--- src/cwph_defs.vh ---
`ifndef CWPH_DEFS_VH
`define CWPH_DEFS_VH
`define CWPH_CMD_DOWN    8'h09
`define CWPH_CMD_UP      8'h08
`define CWPH_CMD_ALERT   8'h21
`define CWPH_RD_LOW      3'b110
`define CWPH_FILL_A      8'hc2
`define CWPH_FILL_B      8'hd3
`define CWPH_WP_RESET    1'b1
`define CWPH_TALLY_PAD   3'b000
`define CWPH_CRC_INIT    8'h00
`define CWPH_CRC_POLY    8'h07
`define CWPH_POS_DEV     7'h01
`define CWPH_POS_DATA    7'h03
`define CWPH_POS_ALIVE   7'h05
`define CWPH_POS_TALLY   7'h02
`define CWPH_POS_LOC0    7'h01
`define CWPH_POS_LOC3    7'h04
`define CWPH_POS_ST_LO   7'h05
`define CWPH_POS_ST_HI   7'h06
`define CWPH_POS_A_PEC   7'h07
`endif

--- src/cwph_top.v ---
`timescale 1ns/1ns
`include "cwph_defs.vh"
// Path 0 is the up path: lower port in, upper port out.
// Path 1 is the down path: upper port in, lower port out.
module cwph_top
(
   input  wire        clk,
   input  wire        rst,
   input  wire        dual_uart_en,
   input  wire        alive_en,
   input  wire [4:0]  chain_addr_field,
   input  wire [15:0] rd_word0,
   input  wire [15:0] rd_word1,
   input  wire [7:0]  rd_dc_flags,
   input  wire [15:0] status_one_reg,
   input  wire [15:0] alert_mask,
   input  wire        alert_clr,
   input  wire        lower_port_rx_valid,
   input  wire        lower_port_rx_sof,
   input  wire [7:0]  lower_port_rx_data,
   input  wire        upper_port_rx_valid,
   input  wire        upper_port_rx_sof,
   input  wire [7:0]  upper_port_rx_data,
   output wire        upper_port_tx_valid,
   output wire        upper_port_tx_sof,
   output wire [7:0]  upper_port_tx_data,
   output wire        lower_port_tx_valid,
   output wire        lower_port_tx_sof,
   output wire [7:0]  lower_port_tx_data,
   output wire        write_path_select,
   output wire        up_write_grant,
   output wire        down_write_grant,
   output wire        dual_path_cmd_alert
);
   localparam [2:0] K_PASS  = 3'd0;
   localparam [2:0] K_READ  = 3'd1;
   localparam [2:0] K_DOWN  = 3'd2;
   localparam [2:0] K_UP    = 3'd3;
   localparam [2:0] K_ALERT = 3'd4;

   reg         wp_q;
   reg         alert_q;
   wire [1:0]  rx_v;
   wire [1:0]  rx_s;
   wire [15:0] rx_d;
   wire [1:0]  tx_v;
   wire [1:0]  tx_s;
   wire [15:0] tx_d;
   wire [1:0]  go_down;
   wire [1:0]  go_up;
   wire [1:0]  bad_cmd;
   wire [15:0] stat_masked;

   assign rx_v = {upper_port_rx_valid, lower_port_rx_valid};
   assign rx_s = {upper_port_rx_sof, lower_port_rx_sof};
   assign rx_d = {upper_port_rx_data, lower_port_rx_data};
   assign upper_port_tx_valid = tx_v[0];
   assign upper_port_tx_sof   = tx_s[0];
   assign upper_port_tx_data  = tx_d[7:0];
   assign lower_port_tx_valid = tx_v[1];
   assign lower_port_tx_sof   = tx_s[1];
   assign lower_port_tx_data  = tx_d[15:8];
   assign stat_masked = status_one_reg & alert_mask;

   assign write_path_select   = wp_q;
   assign dual_path_cmd_alert = alert_q;
   // Reads stay open on both paths; writes follow the owner in dual mode, single mode grants the up path
   assign up_write_grant   = ~dual_uart_en | wp_q;
   assign down_write_grant = dual_uart_en & ~wp_q;

   // Claim commands are exclusive by owner state, so never both at once
   always @(posedge clk or posedge rst)
   begin
      if (rst)
         wp_q <= `CWPH_WP_RESET;
      else if (|go_down)
         wp_q <= 1'b0;
      else if (|go_up)
         wp_q <= 1'b1;
   end

   // Set wins over a clear in the same cycle
   always @(posedge clk or posedge rst)
   begin
      if (rst)
         alert_q <= 1'b0;
      else if (|bad_cmd)
         alert_q <= 1'b1;
      else if (alert_clr)
         alert_q <= 1'b0;
   end

   genvar g;
   generate
      for (g = 0; g < 2; g = g + 1)
      begin : path
         wire       v = rx_v[g];
         wire       s = rx_s[g];
         wire [7:0] d = rx_d[8*g +: 8];
         wire [6:0] pos;
         wire [6:0] last_data;
         wire [6:0] dc_pos;
         wire [6:0] pec_pos;
         wire [6:0] alv_pos;
         wire [6:0] slot;
         wire [1:0] loc_k;
         wire [7:0] fill;
         wire [7:0] crc_nx;
         wire       is_dn;
         wire       is_up;
         wire       is_read;
         wire       is_alert;
         wire [7:0] crc_seed;
         wire       rd_edit;
         wire       at_data;
         wire       at_dc;
         wire       at_pec;
         wire       at_alv;
         wire       at_loc;
         wire       own_loc;
         wire       at_st_lo;
         wire       at_st_hi;
         wire       at_a_pec;
         wire       at_tally;
         reg  [6:0] idx_q;
         reg  [2:0] kind_q;
         reg  [4:0] bs_q;
         reg        hit_q;
         reg        edit_q;
         reg  [7:0] dc_q;
         reg  [7:0] alive_q;
         reg  [7:0] crc_q;
         reg  [7:0] ob;
         reg        tv_q;
         reg        ts_q;
         reg  [7:0] td_q;
         reg  [2:0] kind_d;

         assign pos       = s ? 7'h00 : idx_q;
         assign last_data = 7'h02 + {1'b0, bs_q, 1'b0};
         assign dc_pos    = last_data + 7'h01;
         assign pec_pos   = last_data + 7'h02;
         assign alv_pos   = last_data + 7'h03;
         assign slot      = pos - `CWPH_POS_DATA;
         assign loc_k     = pos[1:0] - 2'd1;
         assign is_dn     = (d == `CWPH_CMD_DOWN);
         assign is_up     = (d == `CWPH_CMD_UP);
         assign is_read   = (d[2:0] == `CWPH_RD_LOW);
         assign is_alert  = (d == `CWPH_CMD_ALERT);
         assign at_tally  = edit_q && (pos == `CWPH_POS_TALLY);
         assign crc_seed  = s ? `CWPH_CRC_INIT : crc_q;

         // Block read slots; only the addressed node edits them
         assign rd_edit   = hit_q && (pos > `CWPH_POS_DEV + 7'h01);
         assign at_data   = (pos <= last_data);
         assign at_dc     = (pos == dc_pos);
         assign at_pec    = (pos == pec_pos);
         assign at_alv    = (pos == alv_pos) && alive_en;

         // Alert packet slots
         assign at_loc    = (pos >= `CWPH_POS_LOC0) &&
                            (pos <= `CWPH_POS_LOC3);
         assign own_loc   = (chain_addr_field[4:3] == loc_k);
         assign at_st_lo  = (pos == `CWPH_POS_ST_LO);
         assign at_st_hi  = (pos == `CWPH_POS_ST_HI);
         assign at_a_pec  = (pos == `CWPH_POS_A_PEC);

         // Valid only in dual mode, on the right path, from the other owner
         assign go_down[g] = v & s & dual_uart_en & is_dn
                             & (g == 1) & wp_q;
         assign go_up[g]   = v & s & dual_uart_en & is_up
                             & (g == 0) & ~wp_q;
         assign bad_cmd[g] = v & s & dual_uart_en
                             & ((is_dn & (g == 0)) | (is_up & (g == 1)));

         cwph_read_fill u_fill
         (
            .word0     (rd_word0),
            .word1     (rd_word1),
            .slot      (slot),
            .data_byte (fill)
         );

         cwph_crc8 u_crc
         (
            .crc_in  (crc_seed),
            .byte_in (ob),
            .crc_out (crc_nx)
         );

         always @*
         begin
            kind_d = K_PASS;
            if (is_read)
               kind_d = K_READ;
            else if (is_dn)
               kind_d = K_DOWN;
            else if (is_up)
               kind_d = K_UP;
            else if (is_alert)
               kind_d = K_ALERT;
         end

         always @*
         begin
            ob = d;
            case (kind_q)
               K_READ:
               begin
                  if (rd_edit)
                  begin
                     if (at_data)
                        ob = fill;
                     else if (at_dc)
                        ob = dc_q | rd_dc_flags;
                     else if (at_pec)
                        ob = crc_q;
                     else if (at_alv)
                        ob = alive_q + 8'h01;
                  end
               end
               K_DOWN, K_UP:
               begin
                  if (at_tally)
                     ob = {`CWPH_TALLY_PAD, d[4:0] + 5'h01};
               end
               K_ALERT:
               begin
                  if (at_loc)
                  begin
                     if (own_loc)
                        ob = d | (8'h01 << chain_addr_field[2:0]);
                  end
                  else if (at_st_lo)
                     ob = d | stat_masked[7:0];
                  else if (at_st_hi)
                     ob = d | stat_masked[15:8];
                  else if (at_a_pec)
                     ob = crc_q;
               end
               default:
                  ob = d;
            endcase
         end

         always @(posedge clk or posedge rst)
         begin
            if (rst)
            begin
               idx_q   <= 7'h00;
               kind_q  <= K_PASS;
               bs_q    <= 5'h00;
               hit_q   <= 1'b0;
               edit_q  <= 1'b0;
               dc_q    <= 8'h00;
               alive_q <= 8'h00;
               crc_q   <= `CWPH_CRC_INIT;
            end
            else if (v)
            begin
               idx_q <= (pos == 7'h7f) ? pos : pos + 7'h01;
               crc_q <= crc_nx;
               if (s)
               begin
                  kind_q <= kind_d;
                  bs_q   <= d[7:3];
                  hit_q  <= 1'b0;
                  edit_q <= go_down[g] | go_up[g];
               end
               if (pos == `CWPH_POS_DEV)
                  hit_q <= (d == {3'b000, chain_addr_field}) &&
                           (bs_q != 5'h00);
               if (pos == `CWPH_POS_DATA)
                  dc_q <= d;
               if (pos == `CWPH_POS_ALIVE)
                  alive_q <= d;
            end
         end

         // One cycle of latency, no buffering
         always @(posedge clk or posedge rst)
         begin
            if (rst)
            begin
               tv_q <= 1'b0;
               ts_q <= 1'b0;
               td_q <= 8'h00;
            end
            else
            begin
               tv_q <= v;
               ts_q <= v & s;
               if (v)
                  td_q <= ob;
            end
         end

         assign tx_v[g]         = tv_q;
         assign tx_s[g]         = ts_q;
         assign tx_d[8*g +: 8]  = td_q;
      end
   endgenerate
endmodule

--- src/cwph_crc8.v ---
`timescale 1ns/1ns
`include "cwph_defs.vh"
// One byte step of the packet check code, MSB first
module cwph_crc8
#(
   parameter [7:0] POLY = `CWPH_CRC_POLY
)
(
   input  wire [7:0] crc_in,
   input  wire [7:0] byte_in,
   output reg  [7:0] crc_out
);
   integer i;
   reg [7:0] c;
   always @*
   begin
      c = crc_in ^ byte_in;
      for (i = 0; i < 8; i = i + 1)
      begin
         c = c[7] ? ((c << 1) ^ POLY) : (c << 1);
      end
      crc_out = c;
   end
endmodule

--- src/cwph_read_fill.v ---
`timescale 1ns/1ns
// Picks the read byte for data slot j, low byte of each word first
module cwph_read_fill
(
   input  wire [15:0] word0,
   input  wire [15:0] word1,
   input  wire [6:0]  slot,
   output reg  [7:0]  data_byte
);
   always @*
   begin
      case (slot)
         7'h00:   data_byte = word0[7:0];
         7'h01:   data_byte = word0[15:8];
         7'h02:   data_byte = word1[7:0];
         7'h03:   data_byte = word1[15:8];
         // Only two words are sourced; larger blocks read zero
         default: data_byte = 8'h00;
      endcase
   end
endmodule

--- config.mk ---
export PLATFORM = sky130hd
export DESIGN_NAME = cwph_top
export DESIGN_NICKNAME = d
export VERILOG_FILES = /design/src/cwph_top.v /design/src/cwph_crc8.v /design/src/cwph_read_fill.v
export VERILOG_INCLUDE_DIRS = /design/src
export SDC_FILE = /design/constraint.sdc
export NUM_CORES = 1
export LEC_CHECK = 0
export BUFFER_PORTS_ARGS = -buffer_cell sky130_fd_sc_hd__buf_2
export CORE_MARGIN = 1
export CORE_UTILIZATION = 54
export DETAILED_ROUTE_END_ITERATION = 6
export GPL_TIMING_DRIVEN = 0
export PLACE_DENSITY = 0.82
export SYNTH_ARGS = -nofsm -noshare
export SYNTH_HDL_FRONTEND = slang
export SYNTH_SLANG_ARGS = --single-unit
--- constraint.sdc ---
create_clock -name clk -period 4.1 [get_ports clk]
set_clock_uncertainty 0.15 [all_clocks]
set_input_delay 0.205 -clock clk [delete_from_list [all_inputs] [get_ports clk]]
set_output_delay 0.205 -clock clk [all_outputs]
set_load 0.02 [all_outputs]
==> flow_summary.json <==
{
  "multiInputGateArea_sq_um": 7770,
  "die_area_sq_um": 18700,
  "drt_iter0_markers": 1642,
  "cts_made_buffers": 9,
  "holdWs_ps": 174,
  "path_buf_inv": 2,
  "hold_path.class": "in -> reg",
  "end_kind": "register",
  "worst-endpoint-arrival_ps": 4430,
  "netlist_area_sq_um": 9810,
  "initial_utilization_pct": 56.0,
  "crit_chain": "nand2_1 > or2_2 > ha_1 > nand4_1 > o21bai_4 > a32o_2 > or3_4 > a311oi_4 > a311oi_4 > buf_4 > xor2_1 > xnor3_1 > buf_4 > a21oi_1 > nor3_1",
  "clk_path_buf_depth": 2,
  "die_h_um": 137,
  "ys_ff_latch": 104,
  "vias_per_cell": 6.87,
  "nets": 1577,
  "finalHoldViolations": 0,
  "rows": 48,
  "fmax_mhz": 232,
  "synth_ff_type": "dfrtp_1",
  "cp_max_fo": 6,
  "fin_crit_sh_pct": 105,
  "h-tree-depth": 3,
  "p_leak_nw": 5.27,
  "grt_max_degree": 63,
  "antenna_left": 0,
  "layout_commonest_cell": "nand2_1",
  "synth_edf_count": 0,
  "antenna_cells": 0,
  "setup_ws_ps": -217,
  "clkSinkCount": 104,
  "place_congestion": 1.05,
  "crit_type": "reg -> reg",
  "cts_root_buffer": "clkbuf_16",
  "syn2layout_area_growth_pct": 30.2,
  "avgSynthCellArea_sq_um": 7.89,
  "synthesis.nets": 1384,
  "antenna_found_initial": 0,
  "yosysUniqueCellTypes": 86,
  "slew_viol_final": 0,
  "layout-drive-gt1-share_pct": 29.5,
  "post-route-min-period_ps": 4320,
  "critical_path.startpoint_type": "register",
  "track_usage_pct": 44.6,
  "dr.pass1.iters": 6,
  "port_buffers": 115,
  "path_delay_family": "compound AO/OA/AOI/OAI gates",
  "vdd_drop_max_mv": 0.422,
  "tightest_slew_ps": 1040,
  "status": "complete, but fails checks",
  "vias": 11500,
  "path_clk_slew_ps": 80,
  "drc": 0,
  "cts_tree": "built",
  "dp_cells": 1585,
  "grt_pass1_vias": 10500,
  "synthCells": 1244,
  "powerDensity_nw_per_um2": 441,
  "grt_overflow": 0,
  "ys_async_sr_fraction_pct": 100,
  "clk_latency_ps": 370,
  "yosys_warnings": 0,
  "hpwl_um": 30800,
  "grt_pass1_wl_um": 61400,
  "fillers": 1342,
  "relSlewSlack_pct": 29.9,
  "violations": "setup timing",
  "final_cells": 1667,
  "regArea_sq_um": 2620,
  "seq_area_frac_synth_pct": 26.5,
  "fp.dieW_um": 137,
  "crit_required_ps": 4210,
  "rsz0062_at_grt": "yes",
  "max-cap-violations": 0,
  "crit_path_top_delay_cell": "dfrtp_1",
  "setup_viol": 9,
  "slowest_delay_ps": 550,
  "core_sq_um": 17500,
  "finalWirelength_um": 42300,
  "wl_per_cell_um": 25.4,
  "finalPower_mw": 5.64,
  "io_pins": 126,
  "final_cell_mix": "126 x nand2_1, 119 x buf_2, 102 x nor2_1"
}
[sequential cells by signal, indices dropped and copies added (netlist names), 2 cells and up]
signal	count
path.alive_q	16
path.crc_q	16
path.dc_q	16
path.idx_q	14
path.bs_q	10
lower_port_tx_data	8
upper_port_tx_data	8
path.kind_q	6
path.edit_q	2
path.hit_q	2
[final timing paths]
check | slack [ps] | depth (start not counted) | end | startpoint
worst max register to register | -220 | 15 | path[0].crc_q[2] | path[0].bs_q[3]
worst min-delay path | 170 | 4 | path[1].kind_q[0] | upper_port_rx_data[1]
worst min register to register | 330 | 2 | write_path_select | write_path_select
min in group asynchronous | 300 | 3 | upper_port_tx_sof | rst
max in group asynchronous | 2730 | 4 | path[1].bs_q[3] | rst
worst max-delay path | -220 | 15 | path[0].crc_q[2] | path[0].bs_q[3]
[metrics by stage]
| stage | instance area (sq um) | util [%] | setup WS, ps | setup TNS (ps) |
|---|---|---|---|---|
| final | 12800 | 72.9 | -217 | -1040 |
| after global routing | 12800 | 72.9 | -341 | -2250 |
| after CTS | 12000 | 68.6 | -102 | -410 |
| after detailed placement | 10700 | 61.1 | -1800 | -29500 |
| after global placement | 10700 | 60.9 | -1660 | -60100 |
| after floorplan | 9820 | - | -47.8 | -47.8 |
[power by group]
group / internal (mW) / switching, mW / total, mW / leakage, nW
Sequential: 1.29 / 0.348 / 1.64 / 1.28
Combinational: 1.37 / 1.66 / 3.04 / 3.84
Clock: 0.490 / 0.472 / 0.962 / 0.155
[what timing repair did]
item / in CTS / in global routing
setup buffers: 40 / 33
resized for setup: 156 / 95
hold endpoints to repair: 47 / 0
setup endpoints to repair: 33 / 16
pin swaps: 48 / 60
cloned: 0 / 1
hold buffers: 6 / 0
[cells by family (layout without fill, tap and decap cells)]
kind of cell             Yosys count  count (layout)  synth area share (%)
flip-flops                       104             104                  26.5
multiplexers                      32              32                  3.62
AND/OR/NAND/NOR                  441             441                  22.2
adder cells (fa/ha/maj)           38              38                  4.85
AO/OA/AOI/OAI                    387             387                  26.7
buffers and inverters            133             331                  5.14
XOR/XNOR                         109             109                  10.9
[layer usage]
metal | track usage (%) | share of wire (%) | vias up
met5 | 0 | 0 | -
met4 | 16.4 | 3.7 | 0
met3 | 11.9 | 14 | 136
met2 | 63.6 | 42 | 904
met1 | 64.0 | 41 | 5471
li1 | - | - | 4948
[worst reg2reg max path, cell delays in order (launching register included)]
cell and delay, ps:
dfrtp_1 550, nand2_1 130, or2_2 340, ha_1 300
nand4_1 150, o21bai_4 220, a32o_2 320, or3_4 390
a311oi_4 370, a311oi_4 100, buf_4 210, xor2_1 150
xnor3_1 440, buf_4 160, a21oi_1 160, nor3_1 60
[synth_stat cells (11+ instances only)]
cell type    n  share of area, %
nand3_1     34               1.7
o21ai_0     84               4.3
a221oi_1    15               1.3
nor2_1     105               4.0
nand4_1     16               1.0
nand2b_1    21               1.3
ha_1        38               4.8
a21oi_1     90               4.6
xor2_1      34               3.0
or3_1       14              0.89
o31ai_1     14               1.1
nand2_1    133               5.1
mux2_2      24               2.8
inv_1       43               1.6
a22oi_1     17               1.3
clkbuf_1    78               3.0
a211oi_1    13              0.99
and3_1      11              0.70
o22ai_1     12              0.77
a22o_1      12               1.1
a31oi_1     20               1.3
nor3_1      20               1.0
dfrtp_1    103                26
nor2b_1     24               1.5
xnor2_1     66               5.9
[area by class of cell]
type | count | share of cell area (%)
timing repair buffer | 196 | 9.95
clock inverter | 7 | 0.656
buffer | 71 | 2.56
inverter | 48 | 1.55
clock buffer | 9 | 1.76
multi-input combinational | 1007 | 60.8
tap | 225 | 2.20
sequential | 104 | 20.5
No activity file was read; power rests on OpenSTA's default activity.
